File: src/pkg/eeprom_defs.svh
// Contract
// RL1 - Sample on clock rise, drive on fall
// RL2 - Data changes only while clock low
// RL3 - Data falling, clock high: start
// RL4 - Data rising, clock high: stop, standby
// RL5 - Stop after write launches timed programming
// RL6 - Acknowledge low on ninth clock pulse
// RL7 - Standby after reset, read stop, programming
// RL8 - Start, eighteen ones, start resets protocol
// RL9 - Device type must be 1010 or 1011
// RL10 - Select bits must match stored code
// RL11 - Select code loaded at power-on
// RL12 - Last device bit chooses read or write
// RL13 - Thirteen-bit address, high byte first
// RL14 - Byte write: device, two addresses, data
// RL15 - Ignore the bus while programming runs
// RL16 - Up to 32 data bytes per page
// RL17 - Only low five address bits increment
// RL18 - Programming completes within five milliseconds
// RL19 - Busy device withholds device byte acknowledge
// RL20 - Identification page uses selector bits 00
// RL21 - Selector 01 byte write replaces select code
// RL22 - High address bit writes protect register
// RL23 - Block field sets protected lower bound
// RL24 - Protected address: no acknowledge, no write
// RL25 - Data line only pulled low or released
`ifndef EEPROM_DEFS_SVH
`define EEPROM_DEFS_SVH

`define TYPE_ARRAY          4'hA
`define TYPE_ID             4'hB
`define SELECT_CODE_RESET   3'h0
`define ID_SEL_PAGE         2'h0
`define ID_SEL_CODE         2'h1
`define BYTE_LAST_BIT       4'h8
`define ACK_LAST_BIT        4'h9
`define FIFO_DEPTH          32
`define PROG_TIME_NS        5000000
`define CLK_PERIOD_NS       100

`endif

File: src/pkg/eeprom_pkg.sv
package eeprom_pkg;

   typedef struct packed
   {
      logic        id_page;
      logic [12:0] addr;
      logic [7:0]  data;
   } mem_write_t;

   typedef struct packed
   {
      logic protect_enable_bit;
      logic block_protect_high_bit;
      logic block_protect_low_bit;
   } protect_cfg_t;

   typedef enum logic [2:0]
   {
      ST_IDLE = 3'h0,
      ST_DEV  = 3'h1,
      ST_HI   = 3'h3,
      ST_LO   = 3'h2,
      ST_DATA = 3'h6,
      ST_SKIP = 3'h7
   } link_state_t;

endpackage

File: src/serial_eeprom_two_wire_slave.sv
`timescale 1ns/1ps
`include "eeprom_defs.svh"

// ========
// Write buffer
module write_fifo
#(
   parameter int unsigned WIDTH = 22,
   parameter int unsigned DEPTH = `FIFO_DEPTH
)
(
   // Clock and reset
   input  wire logic             clock,
   input  wire logic             rst_n,
   input  wire logic             ce,
   // Fill side
   input  wire logic             in_valid,
   output logic                  in_ready,
   input  wire logic [WIDTH-1:0] in_data,
   // Drain side
   output logic                  out_valid,
   input  wire logic             out_ready,
   output logic [WIDTH-1:0]      out_data
);

   localparam int unsigned AW = $clog2(DEPTH);

   logic [WIDTH-1:0] store [DEPTH];
   logic [AW:0]      wr_ptr;
   logic [AW:0]      rd_ptr;
   logic             full;
   logic             empty;

   generate
      if (DEPTH < 2 || (DEPTH & (DEPTH - 1)) != 0)
      begin : g_check
         $error("write_fifo depth must be a power of two");
      end
   endgenerate

   assign full      = (wr_ptr[AW] != rd_ptr[AW]) && (wr_ptr[AW-1:0] == rd_ptr[AW-1:0]);
   assign empty     = (wr_ptr == rd_ptr);
   assign in_ready  = !full;
   assign out_valid = !empty;
   assign out_data  = store[rd_ptr[AW-1:0]];

   always_ff @(posedge clock)
   begin
      if (ce && in_valid && !full)
      begin
         store[wr_ptr[AW-1:0]] <= in_data;
      end
   end

   always_ff @(posedge clock or negedge rst_n)
   begin
      if (!rst_n)
      begin
         wr_ptr <= '0;
         rd_ptr <= '0;
      end
      else if (ce)
      begin
         if (in_valid && !full)
         begin
            wr_ptr <= wr_ptr + 1'b1;
         end
         if (out_ready && !empty)
         begin
            rd_ptr <= rd_ptr + 1'b1;
         end
      end
   end

endmodule

// ========
// Two-wire slave
module serial_eeprom_two_wire_slave
#(
   parameter int unsigned PROG_CYCLES = `PROG_TIME_NS / `CLK_PERIOD_NS,
   parameter int unsigned FIFO_DEPTH  = `FIFO_DEPTH
)
(
   // Clock and reset
   input  wire logic                      clock,
   input  wire logic                      rst_n,
   input  wire logic                      ce,
   // Two-wire pins
   input  wire logic                      scl_in,
   input  wire logic                      sda_in,
   output logic                           sda_o,
   output logic                           sda_oe,
   // Non-volatile values at power-on
   input  wire logic [2:0]                select_code_nv,
   input  wire eeprom_pkg::protect_cfg_t  protect_nv,
   // Status
   output logic [2:0]                     stored_select_code,
   output eeprom_pkg::protect_cfg_t       protect_config_register,
   output logic                           busy,
   // Array write port
   output logic                           mem_wr_valid,
   input  wire logic                      mem_wr_ready,
   output eeprom_pkg::mem_write_t         mem_wr
);

   import eeprom_pkg::*;

   generate
      if (PROG_CYCLES < 1)
      begin : g_check
         $error("PROG_CYCLES must be at least one");
      end
   endgenerate

   logic [2:0]   scl_sync;
   logic [2:0]   sda_sync;
   logic         scl_rise;
   logic         scl_fall;
   logic         start_seen;
   logic         stop_seen;

   link_state_t  state;
   link_state_t  next_state;
   logic [3:0]   bit_cnt;
   logic [7:0]   shreg;
   logic         byte_end;
   logic         ack_end;
   logic         ack_ok;

   logic         id_space;
   logic [7:0]   addr_hi;
   logic [7:0]   addr_lo;
   logic [1:0]   data_count;
   logic         wrote_array;
   logic [2:0]   pend_code;
   logic [2:0]   pend_prot;
   logic         commit_code;
   logic         commit_prot;
   logic         loaded;

   logic [1:0]   id_sel;
   logic         prot_access;
   logic [12:0]  array_addr;
   logic         in_protected;
   logic         push;
   mem_write_t   push_data;
   logic         fifo_ready;
   logic         fifo_out_valid;
   logic         fifo_out_ready;
   mem_write_t   fifo_out;

   logic [31:0]  prog_timer;
   logic         prog_launch;
   logic         prog_done;

   // ========
   // Pin synchronisers and bus conditions
   always_ff @(posedge clock or negedge rst_n)
   begin
      if (!rst_n)
      begin
         scl_sync <= 3'h7;
         sda_sync <= 3'h7;
      end
      else if (ce)
      begin
         scl_sync <= {scl_sync[1:0], scl_in};
         sda_sync <= {sda_sync[1:0], sda_in};
      end
   end

   assign scl_rise   = scl_sync[1] && !scl_sync[2];
   assign scl_fall   = !scl_sync[1] && scl_sync[2];
   // Data edge while clock stays high
   assign start_seen = scl_sync[1] && scl_sync[2] && !sda_sync[1] && sda_sync[2]; // [RL3] [RL2]
   assign stop_seen  = scl_sync[1] && scl_sync[2] && sda_sync[1] && !sda_sync[2]; // [RL4] [RL2]

   assign byte_end = scl_fall && (bit_cnt == `BYTE_LAST_BIT);
   assign ack_end  = scl_fall && (bit_cnt == `ACK_LAST_BIT);

   // ========
   // Byte decode
   assign id_sel       = addr_hi[2:1];
   assign prot_access  = !id_space && addr_hi[7];
   assign array_addr   = {addr_hi[4:0], addr_lo};
   assign in_protected = protect_config_register.protect_enable_bit &&
                         (array_addr[12:11] >= (2'h3 - {protect_config_register.block_protect_high_bit,
                                                        protect_config_register.block_protect_low_bit})); // [RL23]

   always_comb
   begin
      next_state = state;
      ack_ok     = 1'b0;
      push       = 1'b0;
      push_data  = '0;
      unique case (state)
         ST_DEV:
         begin
            // Type and select code must both match
            if ((shreg[7:4] == `TYPE_ARRAY || shreg[7:4] == `TYPE_ID) &&
                shreg[3:1] == stored_select_code) // [RL9] [RL10]
            begin
               ack_ok     = 1'b1;
               next_state = shreg[0] ? ST_SKIP : ST_HI; // [RL12]
            end
            else
            begin
               next_state = ST_SKIP; // [RL10]
            end
         end
         ST_HI:
         begin
            ack_ok     = 1'b1;
            next_state = ST_LO; // [RL13]
         end
         ST_LO:
         begin
            ack_ok     = 1'b1;
            next_state = ST_DATA;
         end
         ST_DATA:
         begin
            if (id_space)
            begin
               if (id_sel == `ID_SEL_PAGE)
               begin
                  push              = fifo_ready; // [RL20]
                  ack_ok            = fifo_ready;
                  push_data.id_page = 1'b1;
                  push_data.addr    = {8'h00, addr_lo[4:0]};
                  push_data.data    = shreg;
               end
               else if (id_sel == `ID_SEL_CODE)
               begin
                  ack_ok = 1'b1; // [RL21]
               end
            end
            else if (prot_access)
            begin
               ack_ok = 1'b1; // [RL22]
            end
            else if (!in_protected)
            begin
               push              = fifo_ready; // [RL14] [RL16]
               ack_ok            = fifo_ready;
               push_data.id_page = 1'b0;
               push_data.addr    = array_addr;
               push_data.data    = shreg;
            end
         end
         ST_IDLE, ST_SKIP:
         begin
            next_state = state;
         end
      endcase
   end

   // ========
   // Protocol state
   always_ff @(posedge clock or negedge rst_n)
   begin
      if (!rst_n)
      begin
         state   <= ST_IDLE; // [RL7]
         bit_cnt <= 4'h0;
         shreg   <= 8'h00;
      end
      else if (ce)
      begin
         if (busy)
         begin
            state   <= ST_IDLE; // [RL15] [RL19]
            bit_cnt <= 4'h0;
         end
         else if (start_seen)
         begin
            state   <= ST_DEV; // [RL8]
            bit_cnt <= 4'h0;
         end
         else if (stop_seen)
         begin
            state   <= ST_IDLE; // [RL4]
            bit_cnt <= 4'h0;
         end
         else if (state != ST_IDLE)
         begin
            if (scl_rise && bit_cnt < `ACK_LAST_BIT)
            begin
               bit_cnt <= bit_cnt + 4'h1;
               if (bit_cnt < `BYTE_LAST_BIT)
               begin
                  shreg <= {shreg[6:0], sda_sync[1]}; // [RL1] [RL6]
               end
            end
            if (byte_end)
            begin
               state <= next_state;
            end
            if (ack_end)
            begin
               bit_cnt <= 4'h0;
            end
         end
      end
   end

   // ========
   // Acknowledge drive
   always_ff @(posedge clock or negedge rst_n)
   begin
      if (!rst_n)
      begin
         sda_oe <= 1'b0;
         sda_o  <= 1'b0;
      end
      else if (ce)
      begin
         sda_o <= 1'b0; // [RL25]
         if (busy || start_seen || stop_seen || ack_end)
         begin
            sda_oe <= 1'b0;
         end
         else if (byte_end && state != ST_IDLE)
         begin
            sda_oe <= ack_ok; // [RL1] [RL6] [RL24]
         end
      end
   end

   // ========
   // Address and pending updates
   always_ff @(posedge clock or negedge rst_n)
   begin
      if (!rst_n)
      begin
         id_space    <= 1'b0;
         addr_hi     <= 8'h00;
         addr_lo     <= 8'h00;
         data_count  <= 2'h0;
         wrote_array <= 1'b0;
         pend_code   <= `SELECT_CODE_RESET;
         pend_prot   <= 3'h0;
      end
      else if (ce && !busy)
      begin
         if (start_seen)
         begin
            data_count  <= 2'h0;
            wrote_array <= 1'b0;
         end
         else if (byte_end)
         begin
            unique case (state)
               ST_DEV:
               begin
                  id_space <= (shreg[7:4] == `TYPE_ID);
               end
               ST_HI:
               begin
                  addr_hi <= shreg; // [RL13]
               end
               ST_LO:
               begin
                  addr_lo <= shreg;
               end
               ST_DATA:
               begin
                  if (ack_ok)
                  begin
                     if (data_count != 2'h2)
                     begin
                        data_count <= data_count + 2'h1;
                     end
                     // Page row held, low five bits wrap
                     addr_lo[4:0] <= addr_lo[4:0] + 5'h01; // [RL17]
                  end
                  if (push)
                  begin
                     wrote_array <= 1'b1;
                  end
                  pend_code <= shreg[2:0]; // [RL21]
                  pend_prot <= shreg[3:1]; // [RL22]
               end
               ST_IDLE, ST_SKIP:
               begin
                  data_count <= data_count;
               end
            endcase
         end
      end
   end

   // ========
   // Programming cycle
   assign commit_code = (state == ST_DATA) && id_space && (id_sel == `ID_SEL_CODE) && (data_count == 2'h1);
   assign commit_prot = (state == ST_DATA) && prot_access && (data_count == 2'h1); // [RL22]
   assign prog_launch = !busy && stop_seen && (state == ST_DATA) &&
                        (wrote_array || commit_code || commit_prot); // [RL5] [RL14]
   assign prog_done   = busy && (prog_timer >= 32'(PROG_CYCLES - 1)) &&
                        !fifo_out_valid && !mem_wr_valid; // [RL18]

   always_ff @(posedge clock or negedge rst_n)
   begin
      if (!rst_n)
      begin
         busy       <= 1'b0;
         prog_timer <= 32'h0;
      end
      else if (ce)
      begin
         if (prog_launch)
         begin
            busy       <= 1'b1; // [RL5]
            prog_timer <= 32'h0;
         end
         else if (prog_done)
         begin
            busy <= 1'b0; // [RL7]
         end
         else if (busy && prog_timer < 32'(PROG_CYCLES - 1))
         begin
            prog_timer <= prog_timer + 32'h1;
         end
      end
   end

   logic launch_code;
   logic launch_prot;

   always_ff @(posedge clock or negedge rst_n)
   begin
      if (!rst_n)
      begin
         launch_code <= 1'b0;
         launch_prot <= 1'b0;
      end
      else if (ce)
      begin
         if (prog_launch)
         begin
            launch_code <= commit_code;
            launch_prot <= commit_prot;
         end
         else if (prog_done)
         begin
            launch_code <= 1'b0;
            launch_prot <= 1'b0;
         end
      end
   end

   // ========
   // Stored select code and protect register
   always_ff @(posedge clock or negedge rst_n)
   begin
      if (!rst_n)
      begin
         loaded                  <= 1'b0;
         stored_select_code      <= `SELECT_CODE_RESET;
         protect_config_register <= '0;
      end
      else if (ce)
      begin
         if (!loaded)
         begin
            loaded                  <= 1'b1;
            stored_select_code      <= select_code_nv; // [RL11]
            protect_config_register <= protect_nv;
         end
         else if (prog_done)
         begin
            if (launch_code)
            begin
               stored_select_code <= pend_code; // [RL21]
            end
            if (launch_prot)
            begin
               protect_config_register <= pend_prot; // [RL22]
            end
         end
      end
   end

   // ========
   // Write buffer and array port
   write_fifo
   #(
      .WIDTH ($bits(mem_write_t)),
      .DEPTH (FIFO_DEPTH)
   )
   u_fifo
   (
      .clock     (clock),
      .rst_n     (rst_n),
      .ce        (ce),
      .in_valid  (push && byte_end && !busy),
      .in_ready  (fifo_ready),
      .in_data   (push_data),
      .out_valid (fifo_out_valid),
      .out_ready (fifo_out_ready),
      .out_data  (fifo_out)
   );

   assign fifo_out_ready = !mem_wr_valid || mem_wr_ready;

   always_ff @(posedge clock or negedge rst_n)
   begin
      if (!rst_n)
      begin
         mem_wr_valid <= 1'b0;
         mem_wr       <= '0;
      end
      else if (ce && fifo_out_ready)
      begin
         mem_wr_valid <= fifo_out_valid;
         mem_wr       <= fifo_out;
      end
   end

endmodule

File: config.mk
export PLATFORM = sky130hd
export DESIGN_NAME = serial_eeprom_two_wire_slave
export DESIGN_NICKNAME = d
export VERILOG_FILES = /design/src/pkg/eeprom_pkg.sv /design/src/serial_eeprom_two_wire_slave.sv
export VERILOG_INCLUDE_DIRS = /design/src /design/src/pkg
export SDC_FILE = /design/constraint.sdc
export NUM_CORES = 1
export LEC_CHECK = 0
export ABC_AREA = 1
export BUFFER_PORTS_ARGS = -buffer_cell sky130_fd_sc_hd__buf_2
export CAP_MARGIN = 20
export CORE_ASPECT_RATIO = 1.4
export CORE_MARGIN = 2
export CORE_UTILIZATION = 30
export CTS_CLUSTER_SIZE = 14
export DETAILED_ROUTE_END_ITERATION = 7
export GPL_ROUTABILITY_DRIVEN = 0
export PLACE_DENSITY = 0.51
export SETUP_SLACK_MARGIN = 0.3
export SLEW_MARGIN = 20
export SYNTH_ARGS = -nofsm -noshare
export SYNTH_HDL_FRONTEND = slang
export SYNTH_HIERARCHICAL = 1
export SYNTH_SLANG_ARGS = --single-unit
File: constraint.sdc
create_clock -name clock -period 5.29 [get_ports clock]
set_clock_uncertainty 0.15 [all_clocks]
set_input_delay 0.2645 -clock clock [delete_from_list [all_inputs] [get_ports clock]]
set_output_delay 0.2645 -clock clock [all_outputs]
set_load 0.05 [all_outputs]
=== Yosys cells after proc, flatten, opt, wreduce, memory -nomap -nowiden ===
Memory sizes are Yosys's and may differ from the RTL's. A register that Yosys moved wholly into a read port is not among the register bits.
Cells that the tools add are included.

* $lt $le $gt $ge: 5
* Muxes and demuxes: 58
* Equal/unequal tests: 20
* Reduce and logical (&&, ||, !) cells: 85
* Bitwise operators: 3
* $add $sub $neg: 7

{| class="wikitable"
|+ Operator list
! kind !! count
|-
| $mux 32 || 3
|-
| $mux 22 || 3
|-
| $mux 21 || 2
|-
| $mux 3 || 13
|-
| $logic_and 1x1->1 || 35
|-
| $add 32x1->32 const B || 1
|-
| $ge 32x16->1 const B || 1
|-
| $lt 32x16->1 const B || 1
|-
| $mux 4 || 6
|-
| $reduce_and 4->1 || 6
|-
| $mux 1 || 22
|-
| $reduce_bool 2->1 || 9
|-
| $eq 4x4->1 const B || 4
|-
| $add 6x1->6 const B || 2
|-
| $reduce_and 3->1 || 4
|-
| $logic_not 1->1 || 10
|-
| $mux 2 || 5
|-
| $pmux 5 s2 || 1
|-
| $reduce_and 5->1 || 2
|-
| $pmux 3 s3 || 1
|-
| $lt 4x4->1 const B || 2
|-
| $reduce_and 2->1 || 4
|-
| $reduce_bool 4->1 || 2
|-
| $logic_or 1x1->1 || 7
|-
| other kinds (24) || 32
|}

* Bits in writable memories: 704
* Memories: 1
* Register bits after elaboration: 103
* Bits of input ports: 12

{| class="wikitable"
|+ Memory list
! memory !! words !! bits a word !! read ports !! clocked after memory_dff !! write ports !! RTL line !! RTL
|-
| u_fifo.store || 32 || 22 || 1 || 1 || 1 || serial_eeprom_two_wire_slave.sv:28 || <nowiki>logic [WIDTH-1:0] store [DEPTH];</nowiki>
|}

=== Depth between registers and ports, before layout ===
* Depth after elaboration: 13
* Mapped depth: 16
* Mapped depth without buffers: 15

=== Hierarchy ===
The synthesis kept the hierarchy.

{| class="wikitable"
|+ Modules (own cells, without submodules)
! module !! area each (um2) !! sequential area each (um2) !! instances !! cells each
|-
| write_fifo || 30,643.1 || 21,440.6 || 1 || 2,890
|-
| serial_eeprom_two_wire_slave || 5,504.0 || 2,735.1 || 1 || 653
|}

=== Least setup slack after synthesis ===
Ideal clock, no wire load.

* Kind: register -> register
* From: register state[0]
* To: memory u_fifo.store[10][0], enable pin
* Setup time: 401 ps
* Data arrival time: 3,123 ps
* Path slack: 1,616 ps
* Buffers on the path: 2
* Data required time: 4,739 ps
* Cell stages (with the launch flop): 16
* Cells stage by stage: dfrtp_1 inv_2 nand2_2 nor2_8 inv_2 buf_6 nor3_4 inv_1 nand2_2 nand3_1 nor2_1 nand2_1 clkinv_1 nand2_4 buf_4 nor2_1

* Word-level cells in the longest chain between the ends: 8

{| class="wikitable"
|+ Ends and longest elaborated chain
! item !! RTL line !! RTL
|-
| from (decl) || serial_eeprom_two_wire_slave.sv:123 || <nowiki>link_state_t state;</nowiki>
|-
| from (signal assigned) || serial_eeprom_two_wire_slave.sv:298 || <nowiki>state <= next_state;</nowiki>
|-
| $eq 3x3->1 || serial_eeprom_two_wire_slave.sv:197 || <nowiki>unique case (state)</nowiki>
|-
| $mux 1 || serial_eeprom_two_wire_slave.sv:197 ||
|-
| $logic_and 1x1->1 (2 in series) || serial_eeprom_two_wire_slave.sv:497 || <nowiki>.in_valid (push && byte_end && !busy),</nowiki>
|-
| $logic_and 1x1->1 (2 in series) || serial_eeprom_two_wire_slave.sv:49 || <nowiki>if (ce && in_valid && !full)</nowiki>
|-
| $mux 1 || serial_eeprom_two_wire_slave.sv:49 ||
|-
| $mux 1 (not written as such) || serial_eeprom_two_wire_slave.sv:51 || <nowiki>store[wr_ptr[AW-1:0]] <= in_data;</nowiki>
|-
| to (decl) || serial_eeprom_two_wire_slave.sv:28 ||
|}

No other way between the ends.

=== Worst setup path after layout ===
* From: register u_fifo.rd_ptr[0]
* To: memory u_fifo.store[28][15], enable pin

* Word-level cells in the longest chain between the ends: 13
* Elaborated cells between the ends (all ways): 14
* Classes of those cells: eq/ne (1); mux (7); reduce/logical (6)

{| class="wikitable"
|+ Ends and longest elaborated chain
! item !! RTL line !! RTL
|-
| from (decl) || serial_eeprom_two_wire_slave.sv:30 || <nowiki>logic [AW:0] rd_ptr;</nowiki>
|-
| from (signal assigned) || serial_eeprom_two_wire_slave.sv:70 || <nowiki>rd_ptr <= rd_ptr + 1'b1;</nowiki>
|-
| $eq 5x5->1 * || serial_eeprom_two_wire_slave.sv:41 || <nowiki>assign full = (wr_ptr[AW] != rd_ptr[AW]) && (wr_ptr[AW-1:0] == rd_ptr[AW-1:0]);</nowiki>
|-
| $logic_and 1x1->1 * || serial_eeprom_two_wire_slave.sv:41 ||
|-
| $logic_not 1->1 * || serial_eeprom_two_wire_slave.sv:43 || <nowiki>assign in_ready = !full;</nowiki>
|-
| named net fifo_ready || serial_eeprom_two_wire_slave.sv:148 || <nowiki>logic fifo_ready;</nowiki>
|-
| $mux 1 || serial_eeprom_two_wire_slave.sv:243 || <nowiki>else if (!in_protected)</nowiki>
|-
| $mux 1 || serial_eeprom_two_wire_slave.sv:239 || <nowiki>else if (prot_access)</nowiki>
|-
| $mux 1 || serial_eeprom_two_wire_slave.sv:224 || <nowiki>if (id_space)</nowiki>
|-
| $mux 1 || serial_eeprom_two_wire_slave.sv:197 ||
|-
| $logic_and 1x1->1 (2 in series) || serial_eeprom_two_wire_slave.sv:497 ||
|-
| $logic_and 1x1->1 || serial_eeprom_two_wire_slave.sv:49 ||
|-
| $logic_and 1x1->1 * || serial_eeprom_two_wire_slave.sv:49 ||
|-
| $mux 1 * || serial_eeprom_two_wire_slave.sv:49 ||
|-
| $mux 1 (not written as such) * || serial_eeprom_two_wire_slave.sv:51 ||
|}

Mark *: on every way through the listed nets, which the timed path passes. The rest lies on a longest branch.

==> flow_summary.yaml <==
floorplan:
  ios: 44
  start_util_pct: 30.2
  core_um2: 120000
  dieArea_um2: 123000
  placementRows: 150
  die_width_um: 297
  die_y_um: 415
sta:
  finalSetupViolations: 0
  tns_ps: 0
  max_freq_mhz: 278
  final-max-slew-violation-count: 0
  holdWs_ps: 74.9
  hold_viol_final: 0
  period_needed_ps: 3600
  slew-limit-headroom_pct: 16.6
  post-route-period-util_pct: 68.1
  setup_ws_ps: 1690
  rsz0062_at_grt: "false"
  worst_pin_slew_ps: 1250
run_status:
  outcome: "finished, final reports clean"
job:
  maxCapViolCount: 0
clocking:
  path_clk_slew_ps: 60
  tritoncts: "built"
  clkLatencyLatePin_ps: 650
  ctsHtreeMaxLevel: 3
  cts_buffers: 87
  clkSinkCount: 825
  root_buffer: "clkbuf_16"
  clockBufferDepth: 3
yosys:
  synthTopCellsByArea: "edfxtp_1 58%, nand2_1 13%, dfrtp_1 8.0%"
  async_flop_share_pct: 14.7
  synth_edf_count: 704
  ys_seq_area_share_pct: 66.9
  ys_types: 45
  syn-num-nets: 3569
  synth_seq_cells: 825
  synth_warnings: 6
  syn_area_um2: 36100
  avgSynthCellArea_um2: 10.2
  syn_inst: 3543
  synthFlopType: "edfxtp_1"
  synth_top_cell_by_area: "edfxtp_1"
  yosysTopAreaCellShare_pct: 58.5
critical_path:
  crit_family: "simple AND/OR/NAND/NOR gates"
  critPathKind: "flop to flop"
  end_kind: "flop"
  setup.worst_path.start_class: "flop"
  worst-path-buf-inv: 1
  cp-startpoint: "u_fifo/rd_ptr[0]"
  crit_fanout: 46
  required_ps: 5410
  r2r-start: "u_fifo/rd_ptr[0]"
  slowest_delay_ps: 850
  worstPathArrival_ps: 3720
  crit_slowest_cell: "nor2_4"
  path_common_cell: "nand3_1"
  cp_cell_sequence: "xor2_1, nor2_2, nand4_4, nand3_1, nor2_1, nand2_1, clkinv_1, nand3_1, nor2_4"
route:
  wl_per_cell_um: 21.0
  dr.pass1.iters: 5
  wl_mm: 110
  first_iter_violations: 2054
  ant_nets: 0
  vias_per_cell: 4.68
  drcViolationCount: 0
  vias: 24500
power_and_ir_drop:
  pwr-share-clk_pct: 32.5
  seqPwrFrac_pct: 39.2
  switching_share_pct: 36.5
  power_density_nw_per_um2: 457
  power.leakage_nw: 17.0
  switchingPower_mw: 6.88
  finalPower_mw: 18.9
  vdd_drop_max_uv: 407
  p_comb_share_pct: 28.3
  internal_power_mw: 12.0
min_path:
  hold_class: "primary input to flop"
  min_from: "ce"
global_route:
  track_usage_pct: 17.6
  antenna_found_initial: 5
  grt_pass1_wl_mm: 160
  grt_pass1_vias: 23800
  grt_max_degree: 207
  grt_overflow: 0
place:
  placed_area_um2: 38400
  placed_cells: 5068
  post-place-ws_ps: 1660
  hpwl_mm: 68.4
  io_buffers: 42
final_layout:
  fillers: 12100
  post-route-cell-area_um2: 41300
  nets: 3597
  area_growth_pct: 14.4
  drive_above_1_share_pct: 9.61
  final_util_pct: 34.6
  layout.cells.non_filler: 5240
## state kept, by name, summed over array words and instances, names as in the netlist, 2 cells and up
name and count:
addr_hi 6, addr_lo 8, bit_cnt 4, data_count 2
mem_wr 22, pend_code 2, pend_prot 2, prog_timer 32
protect_config_register 3, scl_sync 3, sda_sync 3, shreg 8
state 3, stored_select_code 3, u_fifo/rd_ptr 6, u_fifo/store 704
u_fifo/wr_ptr 6
## worst reg2reg max path: stages, from the launching register on
cell,delay [ps]
dfrtp_4,810
xor2_1,240
nor2_2,80
nand4_4,160
nand3_1,120
nor2_1,100
nand2_1,90
clkinv_1,180
nand3_1,420
nor2_4,850
## what timing repair did
item | in CTS | in global routing
setup buffers | 0 | 0
hold buffers | 9 | 0
hold endpoints to repair | 83 | 0
resized for setup | 0 | 0
## power groups by stage
| stage | clock, mW | combinational (mW) | sequential [mW] |
|---|---|---|---|
| after floorplan | 0 | 3.27 | 7.72 |
| after global placement | 0 | 5.35 | 7.54 |
| after detailed placement | 0 | 5.35 | 7.54 |
| after CTS | 6.26 | 5.37 | 7.40 |
| after global routing | 6.50 | 5.79 | 7.43 |
| final | 6.14 | 5.35 | 7.40 |
## layer usage
| layer | GRT usage (%) | vias to the layer above | share of wire [%] |
|---|---|---|---|
| li1 | - | 11700 | - |
| met1 | 21.4 | 12000 | 40 |
| met2 | 31.5 | 633 | 52 |
| met3 | 1.80 | 166 | 4.2 |
| met4 | 7.75 | 0 | 4.1 |
| met5 | 0 | - | 0 |
## cell families after synthesis
family                   share of synthesized area (%)
flip-flops                                        66.9
XOR/XNOR                                         0.654
buffers and inverters                             7.13
other                                           0.0104
AO/OA/AOI/OAI                                     1.91
adder cells (fa/ha/maj)                          0.485
AND/OR/NAND/NOR                                   22.2
multiplexers                                     0.717
## worst paths after layout
kind	to	slack, ps	depth (start not counted)
worst max-delay path	u_fifo/store[28][15]	1690	9
worst min register to register	scl_sync[0]	310	2
max in group asynchronous	u_fifo/rd_ptr[1]	3660	3
worst max register to register	u_fifo/store[28][15]	1690	9
worst min-delay path	scl_sync[1]	70	4
min in group asynchronous	prog_timer[20]	90	2
## layout by cell type (no fill, tap or decap), types with 14 or more instances in the layout
cell       Yosys  layout
a21oi_1       47      47
buf_2         87      41
buf_4         25      54
clkbuf_1      48      17
clkbuf_16      0      89
clkinv_1       1      18
clkinv_2       0      16
dfrtp_1      115     112
edfxtp_1     704     704
ha_1          14      14
inv_1        434     433
mux2_2        23      23
nand2_1     1207    1205
nand3_1      479     479
nand4_1       34      34
nor2_1       153     104
nor2_4         2      51
nor3_1        18      16
o211ai_1      22      22
o21ai_0       38      38
xor2_1        23      23
## final cells by class
cell class / count / area (um^2) / share of cell area [%]
clock inverter: 51 / 490 / 1.19
tap: 1596 / 2000 / 4.83
antenna: 1 / 2.50 / 0.00605
clock buffer: 110 / 2350 / 5.68
multi-input combinational: 2099 / 9780 / 23.6
sequential: 825 / 24200 / 58.5
timing repair buffer: 111 / 840 / 2.03
inverter: 447 / 1700 / 4.11
## cells in the mapped netlist (all sizes together) (4+ instances only)
library cell  instances
a21oi                48
buf                 124
dfstp                 6
nor3                 21
nor2                159
dfrtp               115
o21ai                45
mux2                 23
clkbuf               48
xor2                 23
nand3               482
nand4                35
inv                 446
xnor2                 4
ha                   14
nand2              1214
edfxtp              704
o211ai               22
Power figures use the tool's default switching activity.
